## src/include/pbs_pkg.sv

```systemverilog
// Purpose: Constants and types of the PHY bring-up and strap configuration block.
// Assumes: Management frames arrive on the two-wire management pins.
// Notes:   The same register map serves short frames and extended frames.
package pbs_pkg;

  // ==========================================================================
  // Register map.
  localparam logic [15:0] REG_ID_HI = 16'h0002;
  localparam logic [15:0] REG_ID_LO = 16'h0003;
  localparam logic [15:0] REG_CTRL  = 16'h0010;
  localparam logic [15:0] REG_STAT  = 16'h0011;
  localparam logic [15:0] REG_TXADV = 16'h0012;
  localparam logic [4:0]  EXT_DEV   = 5'h1f;

  // ==========================================================================
  // Field positions.
  localparam int CTRL_PD     = 0;
  localparam int CTRL_AN     = 1;
  localparam int CTRL_MST    = 2;
  localparam int CTRL_SRST   = 15;
  localparam int STAT_RDY    = 0;
  localparam int STAT_PD     = 1;
  localparam int STAT_HIABLE = 2;
  localparam int STAT_MIF_LO = 3;
  localparam int STAT_MEDIA  = 5;
  localparam int TXADV_ABL   = 0;
  localparam int TXADV_REQ   = 1;

  // ==========================================================================
  // Reset values and encodings.
  localparam logic       AN_EN_RST = 1'b1;
  localparam logic       PD_RST    = 1'b1;
  localparam logic [1:0] MIF_RMII  = 2'h0;
  localparam logic [1:0] MIF_RGMII = 2'h1;
  localparam logic [1:0] MIF_RSVD  = 2'h2;
  localparam logic [1:0] MIF_MII   = 2'h3;

  // ==========================================================================
  // Timing counts.
  localparam logic [5:0] PREAMBLE_LEN = 6'h20;
  localparam logic [1:0] SYNC_WAIT    = 2'h3;
  localparam logic [3:0] HDR_LAST     = 4'hc;
  localparam logic [3:0] DATA_LAST    = 4'hf;

  typedef enum logic [1:0] {
    BOOT_CAPT  = 2'b00,
    BOOT_WAIT  = 2'b01,
    BOOT_READY = 2'b10
  } pbs_boot_t;

  typedef enum logic [1:0] {
    MG_IDLE = 2'b00,
    MG_HDR  = 2'b01,
    MG_TA   = 2'b10,
    MG_DATA = 2'b11
  } pbs_mgmt_t;

endpackage

```

## src/logic/pbs_top.sv

```systemverilog
// Purpose: Strap capture, start-up sequencing and management registers of the PHY.
// Assumes: i_sys_clk at 50 MHz; management clock well below a quarter of it.
// Notes:   Pins pass two flip-flops; management clock edges are found by sampling.
//          Straps are taken once, four cycles after each reset ends.
`timescale 1ns/10ps
module pbs_top
  import pbs_pkg::*;
#(
  parameter logic [4:0]  PHY_ADDR       = 5'h00,
  parameter int          STARTUP_CYCLES = 1000,
  parameter logic [15:0] OUI_HI         = 16'h5a3c, // Arbitrary value.
  parameter logic [5:0]  OUI_UPPER      = 6'h15,    // Arbitrary value.
  parameter logic [5:0]  MODEL          = 6'h12,    // Arbitrary value.
  parameter logic [3:0]  REVISION       = 4'h3      // Arbitrary value.
) (
  input  wire logic       i_sys_clk,
  input  wire logic       i_rst,
  input  wire logic       i_mdc,
  input  wire logic       i_mdio_i,
  output logic            o_mdio_o,
  output logic            o_mdio_oe,
  input  wire logic       i_powerdown_after_reset_strap,
  input  wire logic       i_master_pref_strap,
  input  wire logic       i_tx_amplitude_strap,
  input  wire logic       i_mac_if_select_lo,
  input  wire logic       i_mac_if_select_hi,
  input  wire logic       i_media_converter_strap,
  output logic            o_powered_down,
  output logic            o_system_ready,
  output logic            o_link_enable,
  output logic            o_an_enable,
  output logic            o_prefer_master,
  output logic            o_high_level_ability,
  output logic            o_adv_high_ability,
  output logic            o_adv_high_request,
  output logic            o_low_level_only,
  output logic [1:0]      o_mac_if_mode,
  output logic            o_media_converter_en
);

  // ==========================================================================
  // Parameter checks.
  // A zero count would wrap the wait counter and hold ready low for a long time.
  if (STARTUP_CYCLES < 1 || STARTUP_CYCLES > 65535) begin : g_chk
    $error("STARTUP_CYCLES must lie between 1 and 65535.");
  end

  localparam logic [15:0] BOOT_LAST = 16'(STARTUP_CYCLES - 1);

  // ==========================================================================
  // State record.
  typedef struct packed {
    // Pin synchronisers and the management clock edge detector.
    logic [7:0]  sync1;
    logic [7:0]  sync2;
    logic        mdc_prev;

    // Start-up sequencing.
    pbs_boot_t   boot;
    logic [15:0] bcnt;

    // Configuration captured from the straps and set by the host.
    logic [1:0]  mif;
    logic        mc_strap;
    logic        pd;
    logic        an_en;
    logic        pref_m;
    logic        hi_able;
    logic        adv_abl;
    logic        adv_req;
    logic        low_only;
    logic        ready;
    logic        link_en;
    logic        media_en;

    // Management frame receiver.
    pbs_mgmt_t   mg;
    logic [5:0]  ones;
    logic [3:0]  cnt;
    logic [12:0] hdr;
    logic        rd;
    logic        hit;
    logic        ext;
    logic [1:0]  op;
    logic [15:0] ext_addr;
    logic [15:0] addr;
    logic [15:0] sr;
    logic        mdo;
    logic        mdoe;
  } pbs_state_t;

  pbs_state_t r_ff;
  pbs_state_t nxt_r;

  logic        mdc_s;
  logic        mdio_s;
  logic        mdc_rise;
  logic [12:0] hdr_full;
  logic [15:0] wdata;
  logic [15:0] rdata;

  // Synchronised pins: bit 7 management clock, bit 6 data, then the straps.
  assign mdc_s    = r_ff.sync2[7];
  assign mdio_s   = r_ff.sync2[6];
  assign mdc_rise = mdc_s & ~r_ff.mdc_prev;
  assign hdr_full = {r_ff.hdr[11:0], mdio_s};
  assign wdata    = {r_ff.sr[14:0], mdio_s};

  // ==========================================================================
  // Read data for the address latched at the end of the header.
  always_comb begin
    rdata = 16'h0000;
    // Identifier words read zero until start-up ends, so a host that polls them
    // sees a valid value only once the block is usable.
    if (r_ff.addr == REG_ID_HI) begin
      rdata = r_ff.ready ? OUI_HI : 16'h0000;
    end else if (r_ff.addr == REG_ID_LO) begin
      rdata = r_ff.ready ? {OUI_UPPER, MODEL, REVISION} : 16'h0000;
    end else if (r_ff.addr == REG_CTRL) begin
      rdata[CTRL_PD]  = r_ff.pd;
      rdata[CTRL_AN]  = r_ff.an_en;
      rdata[CTRL_MST] = r_ff.pref_m;
    end else if (r_ff.addr == REG_STAT) begin
      rdata[STAT_RDY]                  = r_ff.ready;
      rdata[STAT_PD]                   = r_ff.pd;
      rdata[STAT_HIABLE]               = r_ff.hi_able;
      rdata[STAT_MIF_LO+1:STAT_MIF_LO] = r_ff.mif;
      rdata[STAT_MEDIA]                = r_ff.media_en;
    end else if (r_ff.addr == REG_TXADV) begin
      rdata[TXADV_ABL] = r_ff.adv_abl;
      rdata[TXADV_REQ] = r_ff.adv_req;
    end
  end

  // ==========================================================================
  // Next state.
  always_comb begin
    nxt_r          = r_ff;
    nxt_r.sync1    = {i_mdc, i_mdio_i, i_powerdown_after_reset_strap,
                      i_master_pref_strap, i_tx_amplitude_strap,
                      i_mac_if_select_hi, i_mac_if_select_lo,
                      i_media_converter_strap};
    nxt_r.sync2    = r_ff.sync1;
    nxt_r.mdc_prev = mdc_s;

    // Start-up: wait until the strap synchronisers hold post-reset levels.
    case (r_ff.boot)
      BOOT_CAPT: begin
        nxt_r.bcnt = r_ff.bcnt + 16'h0001;
        if (r_ff.bcnt[1:0] == SYNC_WAIT) begin
          // Straps are taken once here and never resampled until a reset.
          nxt_r.mif      = r_ff.sync2[2:1];
          nxt_r.mc_strap = r_ff.sync2[0];
          nxt_r.pd       = ~r_ff.sync2[5];
          nxt_r.pref_m   = r_ff.sync2[4];
          nxt_r.hi_able  = ~r_ff.sync2[3];
          nxt_r.adv_abl  = ~r_ff.sync2[3];
          nxt_r.adv_req  = 1'b0;
          nxt_r.an_en    = AN_EN_RST;
          nxt_r.bcnt     = 16'h0000;
          nxt_r.boot     = BOOT_WAIT;
        end
      end
      // Count out the start-up time; identifier reads stay zero meanwhile.
      BOOT_WAIT: begin
        nxt_r.bcnt = r_ff.bcnt + 16'h0001;
        if (r_ff.bcnt == BOOT_LAST) begin
          nxt_r.boot  = BOOT_READY;
          nxt_r.ready = 1'b1;
        end
      end
      // Ready stays set until the next hardware or software reset.
      default: begin
        nxt_r.boot = BOOT_READY;
      end
    endcase

    // Management frame receiver, advanced on each sampled clock rise.
    if (mdc_rise) begin
      case (r_ff.mg)
        // Count preamble ones; a zero after enough of them starts a header.
        MG_IDLE: begin
          nxt_r.mdoe = 1'b0;
          if (mdio_s) begin
            if (r_ff.ones != PREAMBLE_LEN) begin
              nxt_r.ones = r_ff.ones + 6'h01;
            end
          end else if (r_ff.ones == PREAMBLE_LEN) begin
            nxt_r.mg  = MG_HDR;
            nxt_r.cnt = 4'h0;
          end else begin
            nxt_r.ones = 6'h00;
          end
        end
        // Shift in the thirteen header bits that follow the start zero.
        MG_HDR: begin
          nxt_r.hdr = hdr_full;
          nxt_r.cnt = r_ff.cnt + 4'h1;
          if (r_ff.cnt == HDR_LAST) begin
            // Bits: second start bit, opcode, port address, register or device.
            nxt_r.ext = ~hdr_full[12];
            nxt_r.op  = hdr_full[11:10];
            nxt_r.rd  = hdr_full[12] ? (hdr_full[11:10] == 2'b10) : hdr_full[11];
            // Short frames only know read and write; the other two codes are
            // refused so that a stray code cannot write a register.
            nxt_r.hit = (hdr_full[9:5] == PHY_ADDR) &&
                        (hdr_full[12] ? (hdr_full[11] != hdr_full[10])
                                      : (hdr_full[4:0] == EXT_DEV));
            nxt_r.addr = hdr_full[12] ? {11'h000, hdr_full[4:0]} : r_ff.ext_addr;
            nxt_r.cnt  = 4'h0;
            nxt_r.mg   = MG_TA;
          end
        end
        // Two turnaround bits; on reads the device takes the line at the first.
        MG_TA: begin
          nxt_r.cnt = r_ff.cnt + 4'h1;
          if (r_ff.cnt == 4'h0) begin
            // Drive the turnaround zero so it is stable at the host's next rise.
            nxt_r.mdoe = r_ff.rd & r_ff.hit;
            nxt_r.mdo  = 1'b0;
          end else begin
            nxt_r.mdo = rdata[15];
            nxt_r.sr  = {rdata[14:0], 1'b0};
            nxt_r.cnt = 4'h0;
            nxt_r.mg  = MG_DATA;
          end
        end
        // Sixteen data bits: shift reads out and writes in, act on the last one.
        default: begin
          nxt_r.cnt = r_ff.cnt + 4'h1;
          nxt_r.mdo = r_ff.sr[15];
          nxt_r.sr  = r_ff.rd ? {r_ff.sr[14:0], 1'b0} : wdata;
          if (r_ff.cnt == DATA_LAST) begin
            nxt_r.mdoe = 1'b0;
            nxt_r.mdo  = 1'b0;
            nxt_r.ones = 6'h00;
            nxt_r.mg   = MG_IDLE;
            if (r_ff.hit && r_ff.ext && r_ff.op == 2'b00) begin
              nxt_r.ext_addr = wdata;
            end else if (r_ff.hit && r_ff.ext && r_ff.op == 2'b10) begin
              nxt_r.ext_addr = r_ff.ext_addr + 16'h0001;
            end else if (r_ff.hit && !r_ff.rd && r_ff.boot != BOOT_CAPT) begin
              if (r_ff.addr == REG_CTRL) begin
                nxt_r.pd     = wdata[CTRL_PD];
                nxt_r.an_en  = wdata[CTRL_AN];
                nxt_r.pref_m = wdata[CTRL_MST];
                if (wdata[CTRL_SRST]) begin
                  // Software reset reloads every default from the straps.
                  nxt_r.boot  = BOOT_CAPT;
                  nxt_r.bcnt  = 16'h0000;
                  nxt_r.ready = 1'b0;
                  nxt_r.pd    = PD_RST;
                end
              end else if (r_ff.addr == REG_TXADV) begin
                // Without the ability both advertisement bits stay cleared.
                nxt_r.adv_abl = wdata[TXADV_ABL] & r_ff.hi_able;
                nxt_r.adv_req = wdata[TXADV_REQ] & r_ff.hi_able;
              end
            end
          end
        end
      endcase
    end

    // Linking needs start-up done, power-down left and negotiation enabled.
    nxt_r.link_en  = nxt_r.ready & ~nxt_r.pd & nxt_r.an_en;
    nxt_r.media_en = nxt_r.mc_strap & (nxt_r.mif == MIF_RMII);
    // Registered here so that the low-level flag leaves a flip-flop like the rest.
    nxt_r.low_only = ~nxt_r.adv_abl;

    // Reset overrides everything above, a frame that ends this cycle included.
    if (i_rst) begin
      nxt_r       = '0;
      nxt_r.pd    = PD_RST;
      nxt_r.an_en = AN_EN_RST;
    end
  end

  // ==========================================================================
  // State register.
  // Reset is folded into the next-state logic, so this stays a plain register.
  always_ff @(posedge i_sys_clk) begin
    r_ff <= nxt_r;
  end

  // ==========================================================================
  // Outputs, each taken straight from the state register.
  // No output passes through gates, so none can glitch on a state change.
  assign o_mdio_o             = r_ff.mdo;
  assign o_mdio_oe            = r_ff.mdoe;
  assign o_powered_down       = r_ff.pd;
  assign o_system_ready       = r_ff.ready;
  assign o_link_enable        = r_ff.link_en;
  assign o_an_enable          = r_ff.an_en;
  assign o_prefer_master      = r_ff.pref_m;
  assign o_high_level_ability = r_ff.hi_able;
  assign o_adv_high_ability   = r_ff.adv_abl;
  assign o_adv_high_request   = r_ff.adv_req;
  assign o_low_level_only     = r_ff.low_only;
  assign o_mac_if_mode        = r_ff.mif;
  assign o_media_converter_en = r_ff.media_en;

endmodule

```

## config.mk

```make
export PLATFORM = sky130hd
export DESIGN_NAME = pbs_top
export DESIGN_NICKNAME = d
export VERILOG_FILES = /design/src/include/pbs_pkg.sv /design/src/logic/pbs_top.sv
export SDC_FILE = /design/constraint.sdc
export NUM_CORES = 1
export LEC_CHECK = 0
export ABC_AREA = 1
export BUFFER_PORTS_ARGS = -buffer_cell sky130_fd_sc_hd__buf_2
export CORE_MARGIN = 2
export CORE_UTILIZATION = 50
export DETAILED_ROUTE_END_ITERATION = 10
export PLACE_DENSITY = 0.67
export SLEW_MARGIN = 20
export SYNTH_ARGS = -nofsm -noshare
export SYNTH_HDL_FRONTEND = slang
export SYNTH_SLANG_ARGS = --single-unit
```

## constraint.sdc

```tcl
create_clock -name i_sys_clk -period 2.55 [get_ports i_sys_clk]
set_clock_uncertainty 0.1 [all_clocks]
set_input_delay 0.51 -clock i_sys_clk [delete_from_list [all_inputs] [get_ports i_sys_clk]]
set_output_delay 0.51 -clock i_sys_clk [all_outputs]
set_load 0.01 [all_outputs]
```

After elaboration in Yosys (flattened, before gate mapping)
Index checks and enable logic that the tools add are counted.
{"block": "totals", "regBits": 127, "latchBits": 0, "mem_bits_rw": 0, "rom_bits": 0, "output_inout_bits": 14, "memories": 0}
{"block": "classes", "add_sub_neg": 4, "n_mul": 0, "div_mod_pow": 0, "magnitude_cmp": 0, "n_eq_ne": 25, "shifts": 0, "mux": 76, "bitwise_logic": 17, "n_reduce_logical": 31}
{"operator": "2-to-1 mux 18 bit", "count": 8}
{"operator": "2-to-1 mux 16 bit", "count": 4}
{"operator": "== test 16 x 5 -> 1 bit, second input constant", "count": 3}
{"operator": "2-to-1 mux 15 bit", "count": 3}
{"operator": "one-hot mux 17 bit (2 select lines)", "count": 1}
{"operator": "adder 16 x 1 -> 16 bit, second input constant", "count": 2}
{"operator": "== test 16 x 2 -> 1 bit, second input constant", "count": 2}
{"operator": "2-to-1 mux 2 bit", "count": 16}
{"operator": "one-hot mux 16 bit (2 select lines)", "count": 1}
{"operator": "2-to-1 mux 27 bit", "count": 1}
{"operator": "2-to-1 mux 3 bit", "count": 9}
{"operator": "2-to-1 mux 6 bit", "count": 4}
{"operator": "2-to-1 mux 4 bit", "count": 5}
{"operator": "2-to-1 mux 9 bit", "count": 2}
{"operator": "== test 16 x 10 -> 1 bit, second input constant", "count": 1}
{"operator": "2-to-1 mux 1 bit", "count": 16}
{"operator": "one-hot mux 4 bit (3 select lines)", "count": 1}
{"operator": "one-hot mux 6 bit (2 select lines)", "count": 1}
{"operator": "inequality test 2 bit, second input constant", "count": 5}
{"operator": "inverter 1 bit", "count": 10}
{"operator": "AND reduction 3 bit", "count": 3}
{"operator": "== test 2 bit, second input constant", "count": 4}
{"operator": "== test 4 bit, second input constant", "count": 2}
{"operator": "zero test 2 bit", "count": 4}
{"operator": "26 further kinds", "count": 45}

Depth between registers and ports, before layout
Gate-level depths: netlist (run 1).
{"block": "depth", "word_depth": 13, "ltp_mapped": 11, "ltp_nobuf": 11}

Least setup slack after synthesis (run 1)
No wires, ideal clock.
{"block": "synth_timing", "kind": "register -> register", "from": "register r_ff[79] (netlist name)", "to": "register r_ff[15] (netlist name)", "setup_time_ps": 115, "t_arrival_ps": 1483, "t_required_ps": 2335, "path_slack_ps": 851, "stages_incl_launch_ff": 11, "path_buffers": 0, "synth_period_minus_slack_ps": 1699, "path_cell_list": "dfxtp_1 > inv_1 > ha_1 > inv_1 > nand2_1 > nor2_4 > nand2_1 > inv_2 > o21ai_0 > o21ai_0 > inv_1"}
{"block": "synth_via", "elab_chain_len": 4, "word_cells_on_any_way": 8}
{"item": "start, declared", "line": "pbs_top.sv:92", "text": "pbs_state_t r_ff;"}
{"item": "start signal, assigned", "line": "pbs_top.sv:283", "text": "r_ff <= nxt_r;"}
{"item": "== test 2 x 1 -> 1 bit or zero test 2 bit (tied branches)", "line": "pbs_top.sv:180", "text": "case (r_ff.mg)"}
{"item": "OR reduction 2 bit (no line)"}
{"item": "inverter 1 bit (no line)"}
{"item": "AND reduction 3 bit (no line)"}
Several ways; a longest one is shown, not always the timed one.
A chain may end at the register's enable or synchronous reset.

Final worst setup path (run 1)
{"block": "layout_timing", "from": "register r_ff[68] (netlist name)", "to": "register r_ff[43] (netlist name)"}
{"block": "layout_via", "elab_chain_len": 2}
{"item": "== test 4 bit", "line": "pbs_top.sv:233", "text": "if (r_ff.cnt == DATA_LAST) begin"}
{"item": "AND reduction 4 bit (no line)"}
No other way between the ends.

==> flow_metrics.env, run 1 <==
export IMPL_dieWidth_um=116
export IMPL_clkTransAtPathRegs_ns=0.06
export IMPL_num_io_pins=24
export IMPL_core_um2=12200
export IMPL_cts_root_buf="clkbuf_16"
export IMPL_avgSynthCellArea_um2=7.17
export IMPL_die_area_um2=13500
export IMPL_synth_edf_count=0
export IMPL_worstMarginPinSlew_ns=0.572
export IMPL_yosysMostFrequentCell="nand2_1"
export IMPL_gp_congestion=0.870
export IMPL_timing_fmax_ghz=0.468
export IMPL_rr_endpoint="r_ff[43]$_SDFFE_PP0P_"
export IMPL_rows=40
export IMPL_synth_area_um2=6290
export IMPL_async_flop_share_pct=0
export IMPL_synthTopCellsByCount="154 x nand2_1, 127 x dfxtp_1, 108 x inv_1"
export IMPL_tns_ns=0
export IMPL_clock_sinks=127
export IMPL_cp_data_required_time_ns=2.79
export IMPL_worstPathArrival_ns=2.37
export IMPL_cp_num_buf_inv=1
export IMPL_fin_cells=1078
export IMPL_synth_area_leaders="dfxtp_1 40%, nand2_1 9.2%, inv_1 6.4%"
export IMPL_yosys_register_bits=127
export IMPL_cts_max_path_buffers=2
export IMPL_irDropWorstVdd_uv=464
export IMPL_cts_max_level=4
export IMPL_cp_cell_sequence="ha_1 > nand3_2 > nor2_2 > nand2_1 > buf_4 > nor2_1 > nand2_1 > a211oi_1"
export IMPL_synth_top_family_by_area="simple AND/OR/NAND/NOR gates"
export IMPL_layout_drive_gt1_share_pct=13.2
export IMPL_io_buffer_count=23
export IMPL_min_to="r_ff[120]$_SDFF_PP0_"
export IMPL_final_util_pct=59.2
export IMPL_status="finished clean"
export IMPL_p_leak_nw=2.92
export IMPL_syn_nets=900
export IMPL_die_h_um=116
export IMPL_drcViolationCount=0
export IMPL_final_nets=919
export IMPL_hold_viol_final=0
export IMPL_slowest_delay_ns=0.39
export IMPL_power_density_nw_per_um2=684
export IMPL_yosys_area_share_adder_pct=2.39
export IMPL_min_delay_start="i_media_converter_strap"
export IMPL_cts_resized=0
export IMPL_cap_violations=0
export IMPL_track_usage_pct=24.1
export IMPL_grt_max_degree=41
export IMPL_grt_pass1_vias=5493
export IMPL_r2r_slack_ns=0.41
export IMPL_drtAntennaViolNets=0
export IMPL_ys_seq_area_share_pct=40.4
export IMPL_cpMaxStageDelayCell="dfxtp_1"
export IMPL_cts_tree="yes"
export IMPL_routedWlPerCell_um=13.9
export IMPL_grt_pass1_wl_mm=25.8
export IMPL_synthMuxAreaShare_pct=0.318
export IMPL_area_growth_synth_to_final_pct=14.3
export IMPL_dp_cells=1046
export IMPL_reg2regPathDepth=8
export IMPL_dr_pass1_iters=5
export IMPL_maxSlewViolCount=0
export IMPL_initial_core_util_pct=51.8
export IMPL_setup_viol_count_final=0
export IMPL_cts_buffers=17
export IMPL_synth_top_area_share_pct=40.4
export IMPL_ys_types=47
export IMPL_post_route_min_period_ns=2.14
export IMPL_antenna_cells=0
export IMPL_cpMostUsedCell="nand2_1"
export IMPL_period_share_pct=83.7
export IMPL_synth_warnings=0
export IMPL_synthSimpleGateAreaFrac_pct=31.4
export IMPL_antenna_found_initial=0
export IMPL_synth_compound_gate_area_share_pct=14.9
export IMPL_place_hpwl_mm=10.8
export IMPL_min_path_type="in -> reg"
export IMPL_initialDrtViolationCount=484
export IMPL_rr_startpoint="r_ff[68]$_SDFFE_PP0P_"
export IMPL_worstHoldPathCells=3
export IMPL_start_kind="register"
export IMPL_netlist_instances=878
export IMPL_rsz0062_at_grt="false"
export IMPL_cts_hold_fix_buffers=0
export IMPL_crit_type="reg -> reg"
export IMPL_crit_family="simple AND/OR/NAND/NOR gates"
export IMPL_post_cts_setup_buffer_count=0
export IMPL_num_vias=5731
export IMPL_cp_max_fo=14
export IMPL_endpoint_kind="register"
export IMPL_post_drt_via_cell_ratio=5.32
export IMPL_synthXorXnorAreaFrac_pct=1.11
export IMPL_clock_latency_ns=0.42
export IMPL_ys_flop_type="dfxtp_1"
export IMPL_finalWirelength_mm=14.9
export IMPL_yosys_area_top_type="dfxtp_1"
export IMPL_nFillCells=1114
export IMPL_max_slew_margin_pct=61.9
export IMPL_grt_overflow_total=0
-- final cells by class --
| cell class | count | area [um^2] | share of cell area, % |
|---|---|---|---|
| Clock buffer | 18 | 439 | 6.10 |
| Clock inverter | 14 | 239 | 3.32 |
| Inverter | 114 | 428 | 5.95 |
| Multi-Input combinational cell | 607 | 3160 | 43.9 |
| Sequential cell | 127 | 2540 | 35.3 |
| Tap cell | 168 | 210 | 2.92 |
| Timing Repair Buffer | 30 | 180 | 2.50 |
-- kinds of logic after synthesis --
group,Yosys count
compound gates,174
xor+xnor,8
fa+ha+maj,12
buf+inv,144
flops,127
mux,2
simple gates,411
-- layout by cell type, fill, tap and decap left out, types with 4 or more instances in the layout --
master / count
nor4_1: 4
dfxtp_1: 127
a21oi_1: 77
nand2_1: 154
buf_4: 6
o21ai_0: 71
a21oi_2: 5
inv_1: 108
inv_2: 5
nor3b_1: 4
nor2_2: 15
nand3_1: 58
nor2_1: 100
or2_2: 5
nor2_4: 4
xor2_1: 8
a211oi_1: 4
buf_2: 23
bufinv_16: 6
nor3_2: 4
nand4_1: 20
a31oi_1: 6
ha_1: 12
clkbuf_16: 17
nand2_2: 6
nor3_1: 21
-- where the power goes --
part | leakage (nW) | internal [mW] | total [mW] | switching (mW)
clock network | 0.322 | 1.86 | 2.75 | 0.894
logic | 1.57 | 0.0468 | 0.142 | 0.0954
registers | 1.03 | 2.01 | 2.03 | 0.0161
total | 2.92 | 3.91 | 4.92 | 1.01
-- sequential cells by signal (all words and copies together), names as in the netlist --
name / count
o_powered_down: 1
o_adv_high_request: 1
o_an_enable: 1
o_link_enable: 1
o_mdio_oe: 1
o_low_level_only: 1
o_prefer_master: 1
o_system_ready: 1
o_media_converter_en: 1
r_ff: 99
o_mac_if_mode: 2
o_mdio_o: 1
o_adv_high_ability: 1
hdr_full: 13
o_high_level_ability: 1
mdc_s: 1
-- worst min-delay path, delay by kind of cell --
family                 cells  cell delay [ns]
AND/OR/NAND/NOR            1             0.06
buffers and inverters      2             0.10
-- per-stage QoR --
stage | hold slack [ns] | worst slack [ns] | area (um^2) | total power [mW]
floorplan | 0.288 | 0.851 | 6290 | 2.17
global placement | 0.290 | 0.542 | 6520 | 2.21
detailed placement | 0.295 | 0.455 | 6520 | 2.21
CTS | 0.169 | 0.442 | 7190 | 4.96
global route | 0.184 | 0.167 | 7190 | 5.06
finish | 0.184 | 0.415 | 7190 | 4.92
-- how the worst max path moves through the flow --
stage / cells past startpoint / startpoint / slack (ns) / end
after floorplan: 10 / r_ff[79]$_SDFFE_PP0P_ / 0.85 / r_ff[15]$_SDFFE_PP0P_
after global placement: 8 / r_ff[68]$_SDFFE_PP0P_ / 0.54 / r_ff[43]$_SDFFE_PP0P_
after detailed placement: 9 / r_ff[79]$_SDFFE_PP0P_ / 0.45 / r_ff[53]$_SDFFE_PP0P_
after CTS: 9 / r_ff[79]$_SDFFE_PP0P_ / 0.44 / r_ff[53]$_SDFFE_PP0P_
after global routing: 9 / r_ff[79]$_SDFFE_PP0P_ / 0.17 / r_ff[19]$_SDFFE_PP0P_
final: 8 / r_ff[68]$_SDFFE_PP0P_ / 0.41 / r_ff[43]$_SDFFE_PP0P_
-- layer usage --
layer  GRT usage (%)  share of wire [%]
met5               0                  0
met2            40.0                 48
met3            4.93                4.6
met1            30.6                 46
met4            10.2                2.3
Note: power is estimated with default switching activity, not from simulation.
==> inputs of run 2 (changes only) <==
--- a/config.mk
+++ b/config.mk
@@ -5,12 +5,12 @@
 export SDC_FILE = /design/constraint.sdc
 export NUM_CORES = 1
 export LEC_CHECK = 0
-export ABC_AREA = 1
+export ABC_AREA = 0
 export BUFFER_PORTS_ARGS = -buffer_cell sky130_fd_sc_hd__buf_2
 export CORE_MARGIN = 2
 export CORE_UTILIZATION = 50
 export DETAILED_ROUTE_END_ITERATION = 10
-export PLACE_DENSITY = 0.67
+export PLACE_DENSITY = 0.69
 export SLEW_MARGIN = 20
 export SYNTH_ARGS = -nofsm -noshare
 export SYNTH_HDL_FRONTEND = slang
==> constraint.sdc (replaced) <==
create_clock -name i_sys_clk -period 1.8 [get_ports i_sys_clk]
set_clock_uncertainty 0.1 [all_clocks]
set_input_delay 0.36 -clock i_sys_clk [delete_from_list [all_inputs] [get_ports i_sys_clk]]
set_output_delay 0.36 -clock i_sys_clk [all_outputs]
set_load 0.01 [all_outputs]
==> flow_metrics.env, run 2 <==
export IMPL_cts_tree="yes"
export IMPL_synth_area_um2=5860
export IMPL_cts_max_level=4
export IMPL_netlist_instances=698
export IMPL_layout_drive_gt1_share_pct=25.7
export IMPL_post_route_min_period_ns=1.95
export IMPL_crit_type="reg -> reg"
export IMPL_synth_warnings=0
export IMPL_final_util_pct=66.5
export IMPL_grt_pass1_wl_mm=25.4
export IMPL_period_share_pct=108
export IMPL_async_flop_share_pct=0
export IMPL_endpoint_kind="register"
export IMPL_clkTransAtPathRegs_ns=0.06
export IMPL_fin_cells=932
export IMPL_clock_latency_ns=0.42
export IMPL_min_to="r_ff[125]$_SDFF_PP0_"
export IMPL_antenna_cells=0
export IMPL_layout_common_cells="122 x dfxtp_1, 89 x nand2_1, 64 x buf_4"
export IMPL_synth_edf_count=0
export IMPL_rr_startpoint="r_ff[78]$_SDFFE_PP0P_"
export IMPL_min_delay_start="i_powerdown_after_reset_strap"
export IMPL_final_common_cell="dfxtp_1"
export IMPL_synthTopCellsByCount="127 x dfxtp_1, 89 x nand2_1, 70 x a21oi_1"
export IMPL_die_h_um=112
export IMPL_ys_seq_area_share_pct=43.4
export IMPL_final_nets=798
export IMPL_synth_top_area_share_pct=43.4
export IMPL_grt_max_degree=37
export IMPL_avgSynthCellArea_um2=8.39
export IMPL_setup_viol_count_final=43
export IMPL_start_kind="register"
export IMPL_yosys_register_bits=127
export IMPL_place_hpwl_mm=10.2
export IMPL_dr_pass1_iters=5
export IMPL_worstMarginPinSlew_ns=0.536
export IMPL_track_usage_pct=24.8
export IMPL_p_leak_nw=2.80
export IMPL_num_io_pins=24
export IMPL_slowest_delay_ns=0.37
export IMPL_ys_flop_type="dfxtp_1"
export IMPL_irDropWorstVdd_uv=1200
export IMPL_initialDrtViolationCount=438
export IMPL_status="finished with violations"
export IMPL_post_drt_via_cell_ratio=5.83
export IMPL_antenna_found_initial=0
export IMPL_regMostFlops="r_ff"
export IMPL_rr_endpoint="r_ff[78]$_SDFFE_PP0P_"
export IMPL_ys_types=62
export IMPL_core_um2=11400
export IMPL_yosysMostFrequentCell="dfxtp_1"
export IMPL_yosys_area_top_type="dfxtp_1"
export IMPL_die_area_um2=12600
export IMPL_violations="negative setup slack"
export IMPL_io_buffer_count=23
export IMPL_rsz0062_at_grt="true"
export IMPL_reg2regPathDepth=7
export IMPL_largest_reg_flops=99
export IMPL_clock_sinks=127
export IMPL_cp_data_required_time_ns=2.05
export IMPL_synth_area_leaders="dfxtp_1 43%, a21oi_1 6.0%, nand2_1 5.7%"
export IMPL_initial_core_util_pct=51.3
export IMPL_cts_max_path_buffers=2
export IMPL_cpMaxStageDelayCell="dfxtp_2"
export IMPL_area_growth_synth_to_final_pct=29.7
export IMPL_dp_cells=888
export IMPL_r2r_slack_ns=-0.15
export IMPL_routedWlPerCell_um=16.5
export IMPL_num_vias=5432
export IMPL_gp_congestion=0.884
export IMPL_fin_ws_ns=-0.148
export IMPL_syn_nets=720
export IMPL_rows=39
export IMPL_drcViolationCount=0
export IMPL_timing_fmax_ghz=0.513
export IMPL_cap_violations=0
export IMPL_grt_overflow_total=0
export IMPL_cts_buffers=17
export IMPL_worstPathArrival_ns=2.20
export IMPL_crit_start="r_ff[78]$_SDFFE_PP0P_"
export IMPL_maxSlewViolCount=0
export IMPL_dieWidth_um=112
export IMPL_max_slew_margin_pct=64.2
export IMPL_hold_viol_final=0
export IMPL_drtAntennaViolNets=0
export IMPL_worstHoldPathCells=2
export IMPL_min_path_type="in -> reg"
export IMPL_cp_cell_sequence="inv_4 > ha_4 > and4bb_2 > a2111oi_4 > nand2_1 > or3_1 > a21oi_1"
export IMPL_power_density_nw_per_um2=844
export IMPL_cp_max_fo=3
export IMPL_grt_pass1_vias=5350
export IMPL_cts_root_buf="clkbuf_16"
export IMPL_finalWirelength_mm=15.4
[run 2: per-stage QoR]
step | cell area (um^2) | hold WS [ns] | setup TNS [ns] | power, mW | setup WS [ns]
finish | 7590 | 0.0472 | -3.71 | 6.41 | -0.148
global route | 7590 | 0.0410 | -8.57 | 6.59 | -0.241
CTS | 7410 | 0.0369 | -2.58 | 6.44 | -0.106
detailed placement | 6630 | 0.329 | -2.75 | 3.17 | -0.163
global placement | 6630 | 0.324 | -2.31 | 3.16 | -0.156
floorplan | 5920 | 0.314 | -0.266 | 3.06 | -0.0472
[run 2: layer usage]
metal  vias up  GRT usage (%)  share of wire (%)
met3        36           7.18                4.8
met1      2581           29.8                 42
met2       158           42.3                 51
met5         -              0                  0
li1       2657              -                  -
met4         0           9.02                2.5
[run 2: cells by family after synthesis]
kind of cell | count (synthesis) | synth area share, %
DFF | 127 | 43.4
buffers and inverters | 55 | 3.87
xor gates and xnor gates | 14 | 2.09
muxes | 18 | 3.16
AOI/OAI and AO/OA | 168 | 18.1
and+or+nand+nor | 304 | 26.8
adders and majority gates | 12 | 2.56
[run 2: final cells by class]
cell class	instances	area (um^2)
clock buffers	20	447
multi-input cells	516	3390
clock inverters	12	119
repair buffers	101	858
fillers	935	3820
flip-flops and latches	127	2550
well taps	143	179
inverters	13	51.3
[run 2: how the worst max path moves through the flow]
stage                                       end  slack [ns]  depth (start not counted)
floorplan           o_low_level_only$_SDFF_PP0_       -0.05                          5
CTS                       r_ff[78]$_SDFFE_PP0P_       -0.11                          7
global placement    o_low_level_only$_SDFF_PP0_       -0.16                          6
finish                    r_ff[78]$_SDFFE_PP0P_       -0.15                          7
detailed placement        r_ff[71]$_SDFFE_PP0P_       -0.16                          8
global route               r_ff[108]$_SDFF_PP0_       -0.24                          7
[run 2: repair_timing]
item                                    in CTS  in global routing
endpoints found under the setup margin      48                 79
gates cloned                                 1                  1
gates resized for setup                     30                 32
pin swaps                                   20                  9
setup buffers                                7                  3
hold buffers                                 0                  0
[run 2: power breakdown]
group / total (mW) / internal (mW) / leakage [nW] / switching, mW
combinational: 0.252 / 0.116 / 1.49 / 0.136
sequential: 2.87 / 2.85 / 1.03 / 0.0261
clock: 3.28 / 2.05 / 0.279 / 1.23
total: 6.41 / 5.02 / 2.80 / 1.39
[run 2: worst max-delay path, delay by kind of cell (launching register included)]
kind / cells / cell delay [ns]
fa+ha+maj: 1 / 0.16
compound gates: 2 / 0.43
simple gates: 3 / 0.76
buf+inv: 1 / 0.06
flops: 1 / 0.37
==> inputs of run 3 (changes only) <==
--- a/config.mk
+++ b/config.mk
@@ -8,9 +8,8 @@
 export ABC_AREA = 0
 export BUFFER_PORTS_ARGS = -buffer_cell sky130_fd_sc_hd__buf_2
 export CORE_MARGIN = 2
-export CORE_UTILIZATION = 50
+export CORE_UTILIZATION = 35
 export DETAILED_ROUTE_END_ITERATION = 10
-export PLACE_DENSITY = 0.69
 export SLEW_MARGIN = 20
 export SYNTH_ARGS = -nofsm -noshare
 export SYNTH_HDL_FRONTEND = slang
==> flow_metrics.env, run 3 (synthesis results as in run 2) <==
export IMPL_finalWirelength_mm=14.9
export IMPL_irDropWorstVdd_uv=675
export IMPL_dieWidth_um=133
export IMPL_place_hpwl_mm=10.1
export IMPL_num_io_pins=24
export IMPL_largest_reg_flops=99
export IMPL_tns_ns=-2.07
export IMPL_multi_input_area_um2=3410
export IMPL_layout_common_cells="122 x dfxtp_1, 87 x nand2_1, 81 x buf_4"
export IMPL_grt_pass1_wl_mm=24.1
export IMPL_track_usage_pct=17.1
export IMPL_post_route_min_period_ns=1.93
export IMPL_rr_startpoint="r_ff[78]$_SDFFE_PP0P_"
export IMPL_antenna_cells=0
export IMPL_crit_type="reg -> reg"
export IMPL_crit_start="r_ff[78]$_SDFFE_PP0P_"
export IMPL_post_drt_via_cell_ratio=5.16
export IMPL_rows=47
export IMPL_maxSlewViolCount=0
export IMPL_grt_max_degree=32
export IMPL_routedWlPerCell_um=14.6
export IMPL_num_vias=5266
export IMPL_regMostFlops="r_ff"
export IMPL_cts_max_level=4
export IMPL_setup_viol_count_final=32
export IMPL_grtUsageMet3_pct=4.30
export IMPL_cp_data_required_time_ns=2.01
export IMPL_endpoint_kind="register"
export IMPL_cts_tree="yes"
export IMPL_max_slew_margin_pct=50.4
export IMPL_clock_latency_ns=0.43
export IMPL_p_leak_nw=2.88
export IMPL_crit_path_end="o_prefer_master$_SDFF_PP0_"
export IMPL_cts_buffers=17
export IMPL_grt_overflow_total=0
export IMPL_min_path_type="in -> reg"
export IMPL_antenna_found_initial=0
export IMPL_r2r_slack_ns=-0.13
export IMPL_dr_pass1_iters=5
export IMPL_cap_violations=0
export IMPL_io_buffer_count=23
export IMPL_clock_sinks=127
export IMPL_regArea_um2=2550
export IMPL_initialDrtViolationCount=343
export IMPL_hold_viol_final=0
export IMPL_period_share_pct=107
export IMPL_cts_max_path_buffers=2
export IMPL_rr_endpoint="o_prefer_master$_SDFF_PP0_"
export IMPL_start_kind="register"
export IMPL_cp_max_fo=6
export IMPL_rsz0062_at_grt="true"
export IMPL_die_area_um2=17800
export IMPL_worstMarginPinSlew_ns=0.743
export IMPL_core_um2=16500
export IMPL_layout_drive_gt1_share_pct=26.8
export IMPL_grt_pass1_vias=4852
export IMPL_clkTransAtPathRegs_ns=0.06
export IMPL_met1_usage_pct=22.8
export IMPL_area_growth_synth_to_final_pct=34.2
export IMPL_grtUsageMet2_pct=26.6
export IMPL_die_h_um=133
export IMPL_violations="negative setup slack"
export IMPL_gp_congestion=0.816
export IMPL_fin_ws_ns=-0.131
export IMPL_grt_busiest_layer="met2"
export IMPL_cts_hold_fix_buffers=0
export IMPL_cts_root_buf="clkbuf_16"
export IMPL_final_common_cell="dfxtp_1"
export IMPL_hold_ws_ns=0.0387
export IMPL_status="finished with violations"
export IMPL_worstPathArrival_ns=2.14
export IMPL_timing_fmax_ghz=0.518
export IMPL_drcViolationCount=0
export IMPL_initial_core_util_pct=35.6
export IMPL_reg2regPathDepth=7
export IMPL_power_density_nw_per_um2=886
export IMPL_final_nets=811
export IMPL_nFillCells=1573
export IMPL_drtAntennaViolNets=0
==> run 3: cell types whose count changed in the layout (fill, tap and decap cells not counted), sizes merged <==
cell | before | now
buf | 99 | 112
clkinv | 8 | 2
bufinv | 2 | 5
clkinvlp | 2 | 4
bufbuf | 1 | 0
inv | 13 | 14
==> run 3: layout make-up <==
| cell class | count | area share [%] |
|---|---|---|
| clock buffers | 19 | 5.90 |
| repair buffers | 114 | 11.5 |
| flip-flops and latches | 127 | 32.5 |
| clock inverters | 12 | 2.63 |
| multi-input cells | 516 | 43.3 |
| inverters | 13 | 0.652 |
| well taps | 220 | 3.50 |
==> run 3: report_power, final <==
part	internal (mW)	switching (mW)
Sequential	2.85	0.0244
Combinational	0.105	0.126
Clock	2.57	1.29
Total	5.52	1.44
==> run 3: worst min path at each step <==
stage,start,end,slack [ns],cells after the start
final,i_master_pref_strap,r_ff[124]$_SDFF_PP0_,0.04,2
after global routing,i_mdc,r_ff[127]$_SDFF_PP0_,0.05,2
after CTS,i_mac_if_select_hi,r_ff[122]$_SDFF_PP0_,0.02,2
after detailed placement,r_ff[126]$_SDFF_PP0_,hdr_full[0]$_SDFF_PP0_,0.33,1
after global placement,r_ff[122]$_SDFF_PP0_,r_ff[114]$_SDFF_PP0_,0.32,1
after floorplan,r_ff[126]$_SDFF_PP0_,hdr_full[0]$_SDFF_PP0_,0.31,1
==> run 3: through the flow <==
stage | utilization, % | total power [mW] | std cells | worst slack, ns | instance area, um^2
6_report | 47.8 | 6.96 | 1021 | -0.131 | 7860
3_3_place_gp | 41.4 | 3.16 | 983 | -0.0922 | 6820
3_5_place_dp | 41.4 | 3.16 | 983 | -0.114 | 6820
2_1_floorplan | - | 3.06 | 698 | -0.0472 | 5920
5_1_grt | 47.8 | 7.18 | 1021 | -0.228 | 7860
4_1_cts | 45.8 | 7.05 | 1014 | -0.105 | 7540
==> run 3: critical path, stage by stage, from the launching register on <==
cell,delay [ns]
dfxtp_4,0.39
ha_2,0.22
and2_4,0.17
nand3_4,0.11
nor4_4,0.39
buf_4,0.21
mux2i_1,0.18
nor2_1,0.05
==> run 3: what timing repair did <==
item / 4_1_cts / 5_1_grt
buffers inserted: 0 / 4
cloned: 0 / 3
gates resized for setup: 13 / 52
pin swaps: 4 / 18
setup endpoints to repair: 44 / 81
==> run 3: per-layer routing <==
| layer | share of wire, % | vias to the layer above |
|---|---|---|
| met2 | 47 | 76 |
| met1 | 48 | 2496 |
| met5 | 0 | - |
| met4 | 1.6 | 0 |
| li1 | - | 2677 |
| met3 | 3.7 | 17 |
